==> src/verilog/pdwc_params.svh <==
`ifndef PDWC_PARAMS_SVH
`define PDWC_PARAMS_SVH

// Subsystem decode windows on the low eight address bits: match when (addr & mask) == base.
`define PDWC_NDMA_BASE    8'h00
`define PDWC_NDMA_MASK    8'hF0
`define PDWC_PIRQ_BASE    8'h20
`define PDWC_PIRQ_MASK    8'hFE
`define PDWC_CONF_BASE    8'h22
`define PDWC_CONF_MASK    8'hFE
`define PDWC_CTU_BASE     8'h40
`define PDWC_CTU_MASK     8'hFC
`define PDWC_RTC_BASE     8'h71
`define PDWC_RTC_MASK     8'hFF
`define PDWC_PAGE_BASE    8'h80
`define PDWC_PAGE_MASK    8'hF0
`define PDWC_SIRQ_BASE    8'hA0
`define PDWC_SIRQ_MASK    8'hFE
`define PDWC_WDMA_BASE    8'hC0
`define PDWC_WDMA_MASK    8'hE0

// Index and data ports of the configuration window.
`define PDWC_INDEX_PORT   8'h22
`define PDWC_DATA_PORT    8'h23
`define PDWC_CFG_INDEX    8'h01
`define PDWC_INDEX_RESET  8'h00
`define PDWC_UNMAPPED_RD  8'hFF

// Register cycle_timing_config at index 01H of data port 23H.
`define PDWC_CFG_RESET    8'hC0
`define PDWC_CPU_WAIT_HI  7
`define PDWC_CPU_WAIT_LO  6
`define PDWC_WIDE_WAIT_HI 5
`define PDWC_WIDE_WAIT_LO 4
`define PDWC_NARR_WAIT_HI 3
`define PDWC_NARR_WAIT_LO 2
`define PDWC_EARLY_MEMR   1
`define PDWC_CLK_BYPASS   0

// A wait field value n gives n + 1 wait states of one system clock each.
`define PDWC_WAIT_BASE    3'h1

`endif

==> src/verilog/pdwc_pkg.sv <==
package pdwc_pkg;

   typedef enum logic [4:0] {
      PDWC_DMA_IDLE   = 5'b00001,
      PDWC_DMA_LEAD   = 5'b00010,
      PDWC_DMA_WAIT   = 5'b00100,
      PDWC_DMA_EXTEND = 5'b01000,
      PDWC_DMA_DONE   = 5'b10000
   } pdwc_dma_state_t;

   // Bit positions of the subsystem enable vector.
   typedef enum int {
      PDWC_SUB_NDMA = 0,
      PDWC_SUB_PIRQ = 1,
      PDWC_SUB_CONF = 2,
      PDWC_SUB_CTU  = 3,
      PDWC_SUB_RTC  = 4,
      PDWC_SUB_PAGE = 5,
      PDWC_SUB_SIRQ = 6,
      PDWC_SUB_WDMA = 7
   } pdwc_sub_t;

   typedef logic [7:0] pdwc_sel_t;
   typedef logic [7:0] pdwc_byte_t;
   typedef logic [9:0] pdwc_addr_t;
   typedef logic [1:0] pdwc_wait_field_t;

endpackage

==> src/verilog/pdwc_dma_clk.sv <==
`timescale 1ns/1ns
module pdwc_dma_clk (
   input  wire logic clk,        // System clock.
   input  wire logic rst_n,      // Asynchronous reset, active low.
   input  wire logic bypass,     // High runs DMA at the full system rate.
   output logic      dma_clk_en  // Enable pulse marking each DMA clock.
);

   logic sync1_q;
   logic sync2_q;
   logic mode_q;
   logic phase_q;
   logic en_q;
   logic en_d;

   // The new rate only takes effect at the end of a divided period, so a
   // DMA clock is never shortened by a change in the middle of it.
   assign en_d = mode_q | phase_q;

   always_ff @(posedge clk or negedge rst_n) begin
      if (!rst_n) begin
         sync1_q <= 1'b0;
         sync2_q <= 1'b0;
         mode_q  <= 1'b0;
         phase_q <= 1'b0;
         en_q    <= 1'b0;
      end else begin
         sync1_q <= bypass;
         sync2_q <= sync1_q;
         phase_q <= ~phase_q;
         if (phase_q) begin
            mode_q <= sync2_q;
         end
         en_q <= en_d;
      end
   end

   assign dma_clk_en = en_q;

endmodule // pdwc_dma_clk

==> src/verilog/pdwc_top.sv <==
`timescale 1ns/1ns
`include "pdwc_params.svh"

module pdwc_top #(
   parameter int DATA_W = 8    // Width of the peripheral data bus.
) (
   input  wire logic                CLK,             // System clock.
   input  wire logic                RESETN,          // Asynchronous reset, active low.
   input  wire pdwc_pkg::pdwc_addr_t PERIPH_ADDR,    // Peripheral address bus.
   input  wire logic                DMA_GRANT,       // High while no DMA owns the bus.
   input  wire logic                IO_READ_STROBE_N,  // I/O read strobe, active low.
   input  wire logic                IO_WRITE_STROBE_N, // I/O write strobe, active low.
   input  wire logic [DATA_W-1:0]   PERIPH_DATA_IN,  // Data bus as seen at the pins.
   output logic      [DATA_W-1:0]   PERIPH_DATA_OUT, // Data driven onto the bus.
   output logic                     PERIPH_DATA_OE,  // High while data is driven.
   input  wire logic [DATA_W-1:0]   SUB_RDATA,       // Read data from the enabled subsystem.
   output pdwc_pkg::pdwc_sel_t      SUB_ENABLE,      // One-hot subsystem enables.
   input  wire logic                CHANNEL_READY_IN,  // Channel ready level at the pin.
   output logic                     CHANNEL_READY_OUT, // Channel ready drive value.
   output logic                     CHANNEL_READY_OE,  // High while pulling ready low.
   input  wire logic                DMA_START,       // One-cycle pulse starting a DMA cycle.
   input  wire logic                DMA_WIDE,        // High for a 16-bit DMA cycle.
   output logic                     DMA_IO_READ_N,   // DMA I/O read command, active low.
   output logic                     DMA_MEMORY_READ_N, // DMA memory read command, active low.
   output logic                     DMA_DONE,        // One-cycle pulse at end of DMA cycle.
   output logic                     DMA_CLK_EN,      // DMA clock enable pulse.
   output pdwc_pkg::pdwc_byte_t     CFG_VALUE        // Current configuration register.
);

   import pdwc_pkg::*;

   // Wait states for a two-bit field; shared by CPU and both DMA widths.
   function automatic logic [2:0] wait_cycles(input pdwc_wait_field_t field);
      wait_cycles = {1'b0, field} + `PDWC_WAIT_BASE;
   endfunction

   function automatic logic window_hit(input pdwc_byte_t addr,
                                       input pdwc_byte_t base,
                                       input pdwc_byte_t mask);
      window_hit = ((addr & mask) == base);
   endfunction

   localparam pdwc_byte_t SUB_BASE [8] = '{`PDWC_NDMA_BASE, `PDWC_PIRQ_BASE,
                                          `PDWC_CONF_BASE, `PDWC_CTU_BASE,
                                          `PDWC_RTC_BASE,  `PDWC_PAGE_BASE,
                                          `PDWC_SIRQ_BASE, `PDWC_WDMA_BASE};
   localparam pdwc_byte_t SUB_MASK [8] = '{`PDWC_NDMA_MASK, `PDWC_PIRQ_MASK,
                                          `PDWC_CONF_MASK, `PDWC_CTU_MASK,
                                          `PDWC_RTC_MASK,  `PDWC_PAGE_MASK,
                                          `PDWC_SIRQ_MASK, `PDWC_WDMA_MASK};

   // ---------------- Top-level decode ----------------
   pdwc_sel_t  sel_d;
   pdwc_sel_t  sel_q;
   logic       decode_allow;
   logic       any_hit;
   logic       ior_act;
   logic       iow_act;
   logic       ior_prev_q;
   logic       iow_prev_q;
   logic       access_start;
   logic       write_start;
   pdwc_byte_t addr_lo;

   assign addr_lo      = PERIPH_ADDR[7:0];
   assign decode_allow = DMA_GRANT & ~PERIPH_ADDR[9] & ~PERIPH_ADDR[8];

   genvar gi;
   generate
      for (gi = 0; gi < 8; gi++) begin : g_decode
         // Unlisted addresses leave every enable low.
         assign sel_d[gi] = decode_allow & window_hit(addr_lo, SUB_BASE[gi],
                                                      SUB_MASK[gi]);
      end
   endgenerate

   assign any_hit      = |sel_d;
   assign ior_act      = ~IO_READ_STROBE_N;
   assign iow_act      = ~IO_WRITE_STROBE_N;
   // An access is counted once, on the cycle its strobe first appears.
   assign access_start = any_hit & ((ior_act & ~ior_prev_q) | (iow_act & ~iow_prev_q));
   assign write_start  = iow_act & ~iow_prev_q;

   // ---------------- Configuration window ----------------
   pdwc_byte_t index_q;
   pdwc_byte_t index_d;
   pdwc_byte_t cfg_q;
   pdwc_byte_t cfg_d;
   pdwc_byte_t cfg_rdata;
   logic       hit_index;
   logic       hit_data;
   logic       cfg_selected;

   assign hit_index    = sel_d[PDWC_SUB_CONF] & (addr_lo == `PDWC_INDEX_PORT);
   assign hit_data     = sel_d[PDWC_SUB_CONF] & (addr_lo == `PDWC_DATA_PORT);
   assign cfg_selected = (index_q == `PDWC_CFG_INDEX);

   assign index_d = (write_start & hit_index) ? PERIPH_DATA_IN[7:0] : index_q;
   assign cfg_d   = (write_start & hit_data & cfg_selected) ?
                    PERIPH_DATA_IN[7:0] : cfg_q;

   // Other indices are not implemented here and read back as all ones.
   assign cfg_rdata = hit_index    ? index_q :
                      cfg_selected ? cfg_q   : `PDWC_UNMAPPED_RD;

   always_ff @(posedge CLK or negedge RESETN) begin
      if (!RESETN) begin
         index_q <= `PDWC_INDEX_RESET;
         cfg_q   <= `PDWC_CFG_RESET;
      end else begin
         index_q <= index_d;
         cfg_q   <= cfg_d;
      end
   end

   // ---------------- Data buffer control ----------------
   logic [DATA_W-1:0] data_d;
   logic [DATA_W-1:0] data_q;
   logic              data_oe_d;
   logic              data_oe_q;

   assign data_oe_d = any_hit & ior_act;
   assign data_d    = sel_d[PDWC_SUB_CONF] ?
                      {{(DATA_W-8){1'b0}}, cfg_rdata} : SUB_RDATA;

   always_ff @(posedge CLK or negedge RESETN) begin
      if (!RESETN) begin
         data_q     <= '0;
         data_oe_q  <= 1'b0;
         sel_q      <= '0;
         ior_prev_q <= 1'b0;
         iow_prev_q <= 1'b0;
      end else begin
         data_q     <= data_d;
         data_oe_q  <= data_oe_d;
         sel_q      <= sel_d;
         ior_prev_q <= ior_act;
         iow_prev_q <= iow_act;
      end
   end

   // ---------------- CPU wait states ----------------
   // Counted in system clocks so the divider setting never stretches them.
   logic [2:0] cpu_cnt_q;
   logic [2:0] cpu_cnt_d;
   logic       rdy_oe_q;
   logic       rdy_out_q;

   assign cpu_cnt_d = access_start ?
                      wait_cycles(cfg_q[`PDWC_CPU_WAIT_HI:`PDWC_CPU_WAIT_LO]) :
                      (cpu_cnt_q != 3'h0) ? cpu_cnt_q - 3'h1 : 3'h0;

   always_ff @(posedge CLK or negedge RESETN) begin
      if (!RESETN) begin
         cpu_cnt_q <= 3'h0;
         rdy_oe_q  <= 1'b0;
         rdy_out_q <= 1'b0;
      end else begin
         cpu_cnt_q <= cpu_cnt_d;
         rdy_oe_q  <= (cpu_cnt_d != 3'h0);
         rdy_out_q <= 1'b0;
      end
   end

   // ---------------- DMA command timing ----------------
   pdwc_dma_state_t dma_state_q;
   pdwc_dma_state_t dma_state_d;
   logic [2:0]      dma_cnt_q;
   logic [2:0]      dma_cnt_d;
   logic            early_memr;
   logic [2:0]      dma_waits;
   logic            dma_ior_n_q;
   logic            dma_ior_n_d;
   logic            dma_memr_n_q;
   logic            dma_memr_n_d;
   logic            dma_done_q;
   logic            dma_done_d;

   assign early_memr = cfg_q[`PDWC_EARLY_MEMR];
   assign dma_waits  = DMA_WIDE ?
                       wait_cycles(cfg_q[`PDWC_WIDE_WAIT_HI:`PDWC_WIDE_WAIT_LO]) :
                       wait_cycles(cfg_q[`PDWC_NARR_WAIT_HI:`PDWC_NARR_WAIT_LO]);

   always_comb begin
      dma_state_d  = dma_state_q;
      dma_cnt_d    = dma_cnt_q;
      dma_ior_n_d  = dma_ior_n_q;
      dma_memr_n_d = dma_memr_n_q;
      dma_done_d   = 1'b0;
      case (dma_state_q)
         PDWC_DMA_IDLE: begin
            if (DMA_START) begin
               dma_cnt_d   = dma_waits;
               dma_ior_n_d = 1'b0;
               if (early_memr) begin
                  dma_memr_n_d = 1'b0;
                  dma_state_d  = PDWC_DMA_WAIT;
               end else begin
                  dma_state_d  = PDWC_DMA_LEAD;
               end
            end
         end
         PDWC_DMA_LEAD: begin
            dma_memr_n_d = 1'b0;
            dma_state_d  = PDWC_DMA_WAIT;
         end
         PDWC_DMA_WAIT: begin
            if (dma_cnt_q > 3'h1) begin
               dma_cnt_d = dma_cnt_q - 3'h1;
            end else if (CHANNEL_READY_IN) begin
               dma_cnt_d   = 3'h0;
               dma_state_d = PDWC_DMA_DONE;
            end else begin
               dma_cnt_d   = 3'h0;
               dma_state_d = PDWC_DMA_EXTEND;
            end
         end
         PDWC_DMA_EXTEND: begin
            // A slow peripheral holds ready low; the cycle waits without limit.
            if (CHANNEL_READY_IN) begin
               dma_state_d = PDWC_DMA_DONE;
            end
         end
         PDWC_DMA_DONE: begin
            dma_ior_n_d  = 1'b1;
            dma_memr_n_d = 1'b1;
            dma_done_d   = 1'b1;
            dma_state_d  = PDWC_DMA_IDLE;
         end
         default: begin
            dma_ior_n_d  = 1'b1;
            dma_memr_n_d = 1'b1;
            dma_cnt_d    = 3'h0;
            dma_state_d  = PDWC_DMA_IDLE;
         end
      endcase
   end

   always_ff @(posedge CLK or negedge RESETN) begin
      if (!RESETN) begin
         dma_state_q  <= PDWC_DMA_IDLE;
         dma_cnt_q    <= 3'h0;
         dma_ior_n_q  <= 1'b1;
         dma_memr_n_q <= 1'b1;
         dma_done_q   <= 1'b0;
      end else begin
         dma_state_q  <= dma_state_d;
         dma_cnt_q    <= dma_cnt_d;
         dma_ior_n_q  <= dma_ior_n_d;
         dma_memr_n_q <= dma_memr_n_d;
         dma_done_q   <= dma_done_d;
      end
   end

   // ---------------- DMA clock rate ----------------
   pdwc_dma_clk u_dma_clk (
      .clk        (CLK),
      .rst_n      (RESETN),
      .bypass     (cfg_q[`PDWC_CLK_BYPASS]),
      .dma_clk_en (DMA_CLK_EN)
   );

   // ---------------- Outputs ----------------
   assign PERIPH_DATA_OUT   = data_q;
   assign PERIPH_DATA_OE    = data_oe_q;
   assign SUB_ENABLE        = sel_q;
   assign CHANNEL_READY_OUT = rdy_out_q;
   assign CHANNEL_READY_OE  = rdy_oe_q;
   assign DMA_IO_READ_N     = dma_ior_n_q;
   assign DMA_MEMORY_READ_N = dma_memr_n_q;
   assign DMA_DONE          = dma_done_q;
   assign CFG_VALUE         = cfg_q;

endmodule // pdwc_top

==> config.mk <==
export PLATFORM = sky130hd
export DESIGN_NAME = pdwc_top
export DESIGN_NICKNAME = d
export VERILOG_FILES = /design/src/verilog/pdwc_pkg.sv /design/src/verilog/pdwc_dma_clk.sv /design/src/verilog/pdwc_top.sv
export VERILOG_INCLUDE_DIRS = /design/src /design/src/verilog
export SDC_FILE = /design/constraint.sdc
export NUM_CORES = 1
export LEC_CHECK = 0
export BUFFER_PORTS_ARGS = -buffer_cell sky130_fd_sc_hd__buf_4
export CORE_ASPECT_RATIO = 1.25
export CORE_MARGIN = 5
export CORE_UTILIZATION = 46
export CTS_CLUSTER_DIAMETER = 120
export DETAILED_ROUTE_END_ITERATION = 6
export HOLD_SLACK_MARGIN = 0.06
export PLACE_DENSITY = 0.73
export SLEW_MARGIN = 40
export SYNTH_ARGS = -nofsm -noshare
export SYNTH_HDL_FRONTEND = slang
export SYNTH_SLANG_ARGS = --single-unit
==> constraint.sdc <==
create_clock -name CLK -period 2 [get_ports CLK]
set_input_delay 0.4 -clock CLK [delete_from_list [all_inputs] [get_ports CLK]]
set_output_delay 0.4 -clock CLK [all_outputs]
set_load 0.05 [all_outputs]
==> key figures <==
Run status
  – Outcome: completed

Logic synthesis
  – Ys async rst share: 100.0%
  – FF+latch count, synth: 55
  – Top cells by area, synth: dfrtp_1 (48%), mux2_2 (6.0%), dfstp_2 (5.0%)
  – Top-count cell post-synth: dfrtp_1
  – Post-synth EDFFs: 0
  – Avg Cell Area, Syn: roughly 11 um^2
  – Commonest cells in the netlist: dfrtp_1 (50), inv_1 (19), o21ai_0 (19), nand2_1 (18), nor2_1 (16)
  – Post-synth top area cell: dfrtp_1
  – Netlist cell types: 48
  – Synthesized area: 2609 um^2
  – Gate Count Post-Synth: between 200 and 250
  – Post-Syn Nets: 278
  – Synth Warn #: 0
  – Top cell type's share of synthesized area: between 40% and 50%
  – Ys flop type: dfrtp_1
  – Register area share after synthesis: 53.00%

Layout
  – Final nets: 351
  – Synth-to-layout area growth: 27.43%
  – Layout cells sized above 1: a little over 40%
  – Final Util: 60.66%
  – Fin area: 3324 um^2
  – Ant. Diodes: 0
  – Fin cells: 376

Clocking
  – Clock buffer depth: 2
  – CTS root buffer: clkbuf_8
  – Clock tree from TritonCTS: yes
  – H-tree depth: 2
  – Reg clk slew, reported paths: 0.10 ns
  – Clock latency on the worst-skew pair: between 0.3 and 0.4 ns
  – CTS Sinks: 55
  – Num CTS Buffers: 5

Drt
  – Detailed-route via count: 2005
  – ANT nets after route: 0
  – WL/cell: between 10 and 15 um
  – Router iterations before antenna repair: 4
  – Post-Route WL: 5.633 mm
  – Via/cell ratio: 5.332
  – Starting DRT DRC Count: 47
  – # DRC: 0

GRT
  – Largest net degree at the start of global routing: 56
  – Number of antenna violations at the first check in global routing: 0
  – Gr ovfl total: 0
  – GRT Overall Usage: about 16%
  – First-pass GRT wire length: 9.411 mm
  – Vias in the first global route: 2034

Worst setup path
  – Max incr delay on CP: approximately 0.40 ns
  – Worst path slowest cell: dfrtp_1
  – Crit path max fanout: 4
  – Worst Setup End Kind: register
  – Startpoint types: register
  – Worst EP required: 2.20 ns
  – Cells along the critical path: or3_1, or2_2, a21oi_1, mux2_2
  – Arr. time, crit path: 2.05 ns
  – WS Path Type: register to register

Hold path
  – Hold Crit Class: primary input to asynchronous set/reset pin

Die
  – Die Span Y: between 90 and 100 um
  – # IOs: 65
  – Initial core utilization: 47.60%
  – Core area: approximately 5500 um^2
  – DIE AREA: roughly 7300 um^2
  – Die Wd: 77.36 um
  – Row cnt: 30

STA
  – Setup TNS: 0 ns
  – RSZ-0062 raised after global routing: false
  – Fin. max-slew vios: 0
  – Post-layout min period: 1.846 ns
  – Final setup viols: 0
  – Final Hold Fails: 0
  – Worst Max-Slew Pin Slew: around 0.67 ns
  – Worst slew margin: 54.68%
  – Max Clk Rate: 541.7 MHz
  – Final worst slack: 0.1538 ns
  – Clock skew: 0.009374 ns
  – Final period util: between 90% and 100%

Place
  – Placement-stage worst setup slack: 0.01130 ns
  – Placed inst area: 3202 um^2
  – Placer Congestion: 0.8534
  – HPWL after detailed placement: 4.262 mm
  – Placed Cells: 368
  – PortBufs: 63

Power and ir drop
  – VDD IR max: 0.0004037 V
  – Leak Pwr: 0.001664 uW
  – Power Density: 820.3 nW/um^2

Job
  – Max-cap violations: 0
-- per-layer routing --
layer	part of all wire (%)	vias to the layer above	routed length [um]	track usage, %
met5	0	-	0	0
met4	1.1	0	61	4.298
met3	8.4	6	474	5.662
met2	52	65	2901	27.81
met1	39	962	2195	18.90
li1	-	972	-	-
-- per-stage QoR --
stage | total power (uW) | hold slack (ns)
2_1_floorplan | 1752 | 0.1044
3_3_place_gp | 1977 | 0.3322
3_5_place_dp | 2002 | 0.3413
4_1_cts | 2756 | 0.1393
5_1_grt | 2896 | 0.1735
6_report | 2727 | 0.1132
-- critical path, delay by kind of cell (launching register included) --
family	cells	cell delay, ns
AO/OA/AOI/OAI	1	0.31
AND/OR/NAND/NOR	2	0.67
flip-flops	1	0.40
multiplexers	1	0.37
-- cells in the final DEF (no fill, tap or decap), drive strengths merged, types with 2 or more instances in the layout --
cell | netlist | final
buf | 5 | 74
o21ai | 19 | 19
ha | 6 | 6
nor3b | 3 | 3
nand2b | 4 | 4
nor3 | 10 | 10
inv | 19 | 20
clkbuf | 3 | 5
o22ai | 2 | 2
and3 | 3 | 3
or2 | 2 | 2
nand3 | 2 | 2
nor2 | 16 | 16
nor2b | 3 | 3
nand2 | 18 | 18
a21oi | 14 | 14
nand4 | 2 | 2
mux2 | 22 | 22
o311ai | 2 | 2
dfrtp | 50 | 50
and2 | 2 | 2
dfstp | 5 | 5
or3 | 10 | 10
-- registers in the layout, summed over array words and instances (netlist names), 3 cells and up --
name             flops
dma_cnt_q            3
PERIPH_DATA_OUT      8
index_q              8
CFG_VALUE            8
dma_state_q          5
cpu_cnt_q            3
SUB_ENABLE           8
-- path summary, 6_finish.rpt --
check,endpoint,from,depth (start not counted),slack (ns)
worst max-delay path,dma_cnt_q[1],dma_state_q[4],4,0.15
worst min-delay path,u_dma_clk.dma_clk_en,RESETN,1,0.11
worst max register to register,dma_cnt_q[1],dma_state_q[4],4,0.15
worst min register to register,u_dma_clk.sync2_q,u_dma_clk.sync1_q,0,0.36
max in group asynchronous,PERIPH_DATA_OUT[2],RESETN,1,1.43
min in group CLK,dma_state_q[3],CHANNEL_READY_IN,2,0.23
-- layout make-up --
cell class	instances	area, um^2
well taps	64	80.08
clock buffers	5	68.82
inverters	19	71.32
flip-flops and latches	55	1383
clock inverters	3	47.55
multi-input cells	156	1106
repair buffers	74	568.0
fillers	467	2156
-- repair_timing --
action	4_1_cts	5_1_grt
hold buffers	0	0
endpoints found under the setup margin	0	6
resized for setup	0	1
setup buffers	0	0
-- logic make-up after synthesis --
group / share of synthesized area (%)
AO/OA/AOI/OAI: 9.689
AND/OR/NAND/NOR: 17.84
adder cells (fa/ha/maj): 2.878
other: 0.1437
XOR/XNOR: 0.3358
multiplexers: 11.03
flip-flops: 53.00
buffers and inverters: 5.084
-- where the power goes --
group	internal (uW)	switching, uW
Combinational	278	414
Clock	380	368
Sequential	1220	69.9
Note: power is estimated with default switching activity, not from simulation.
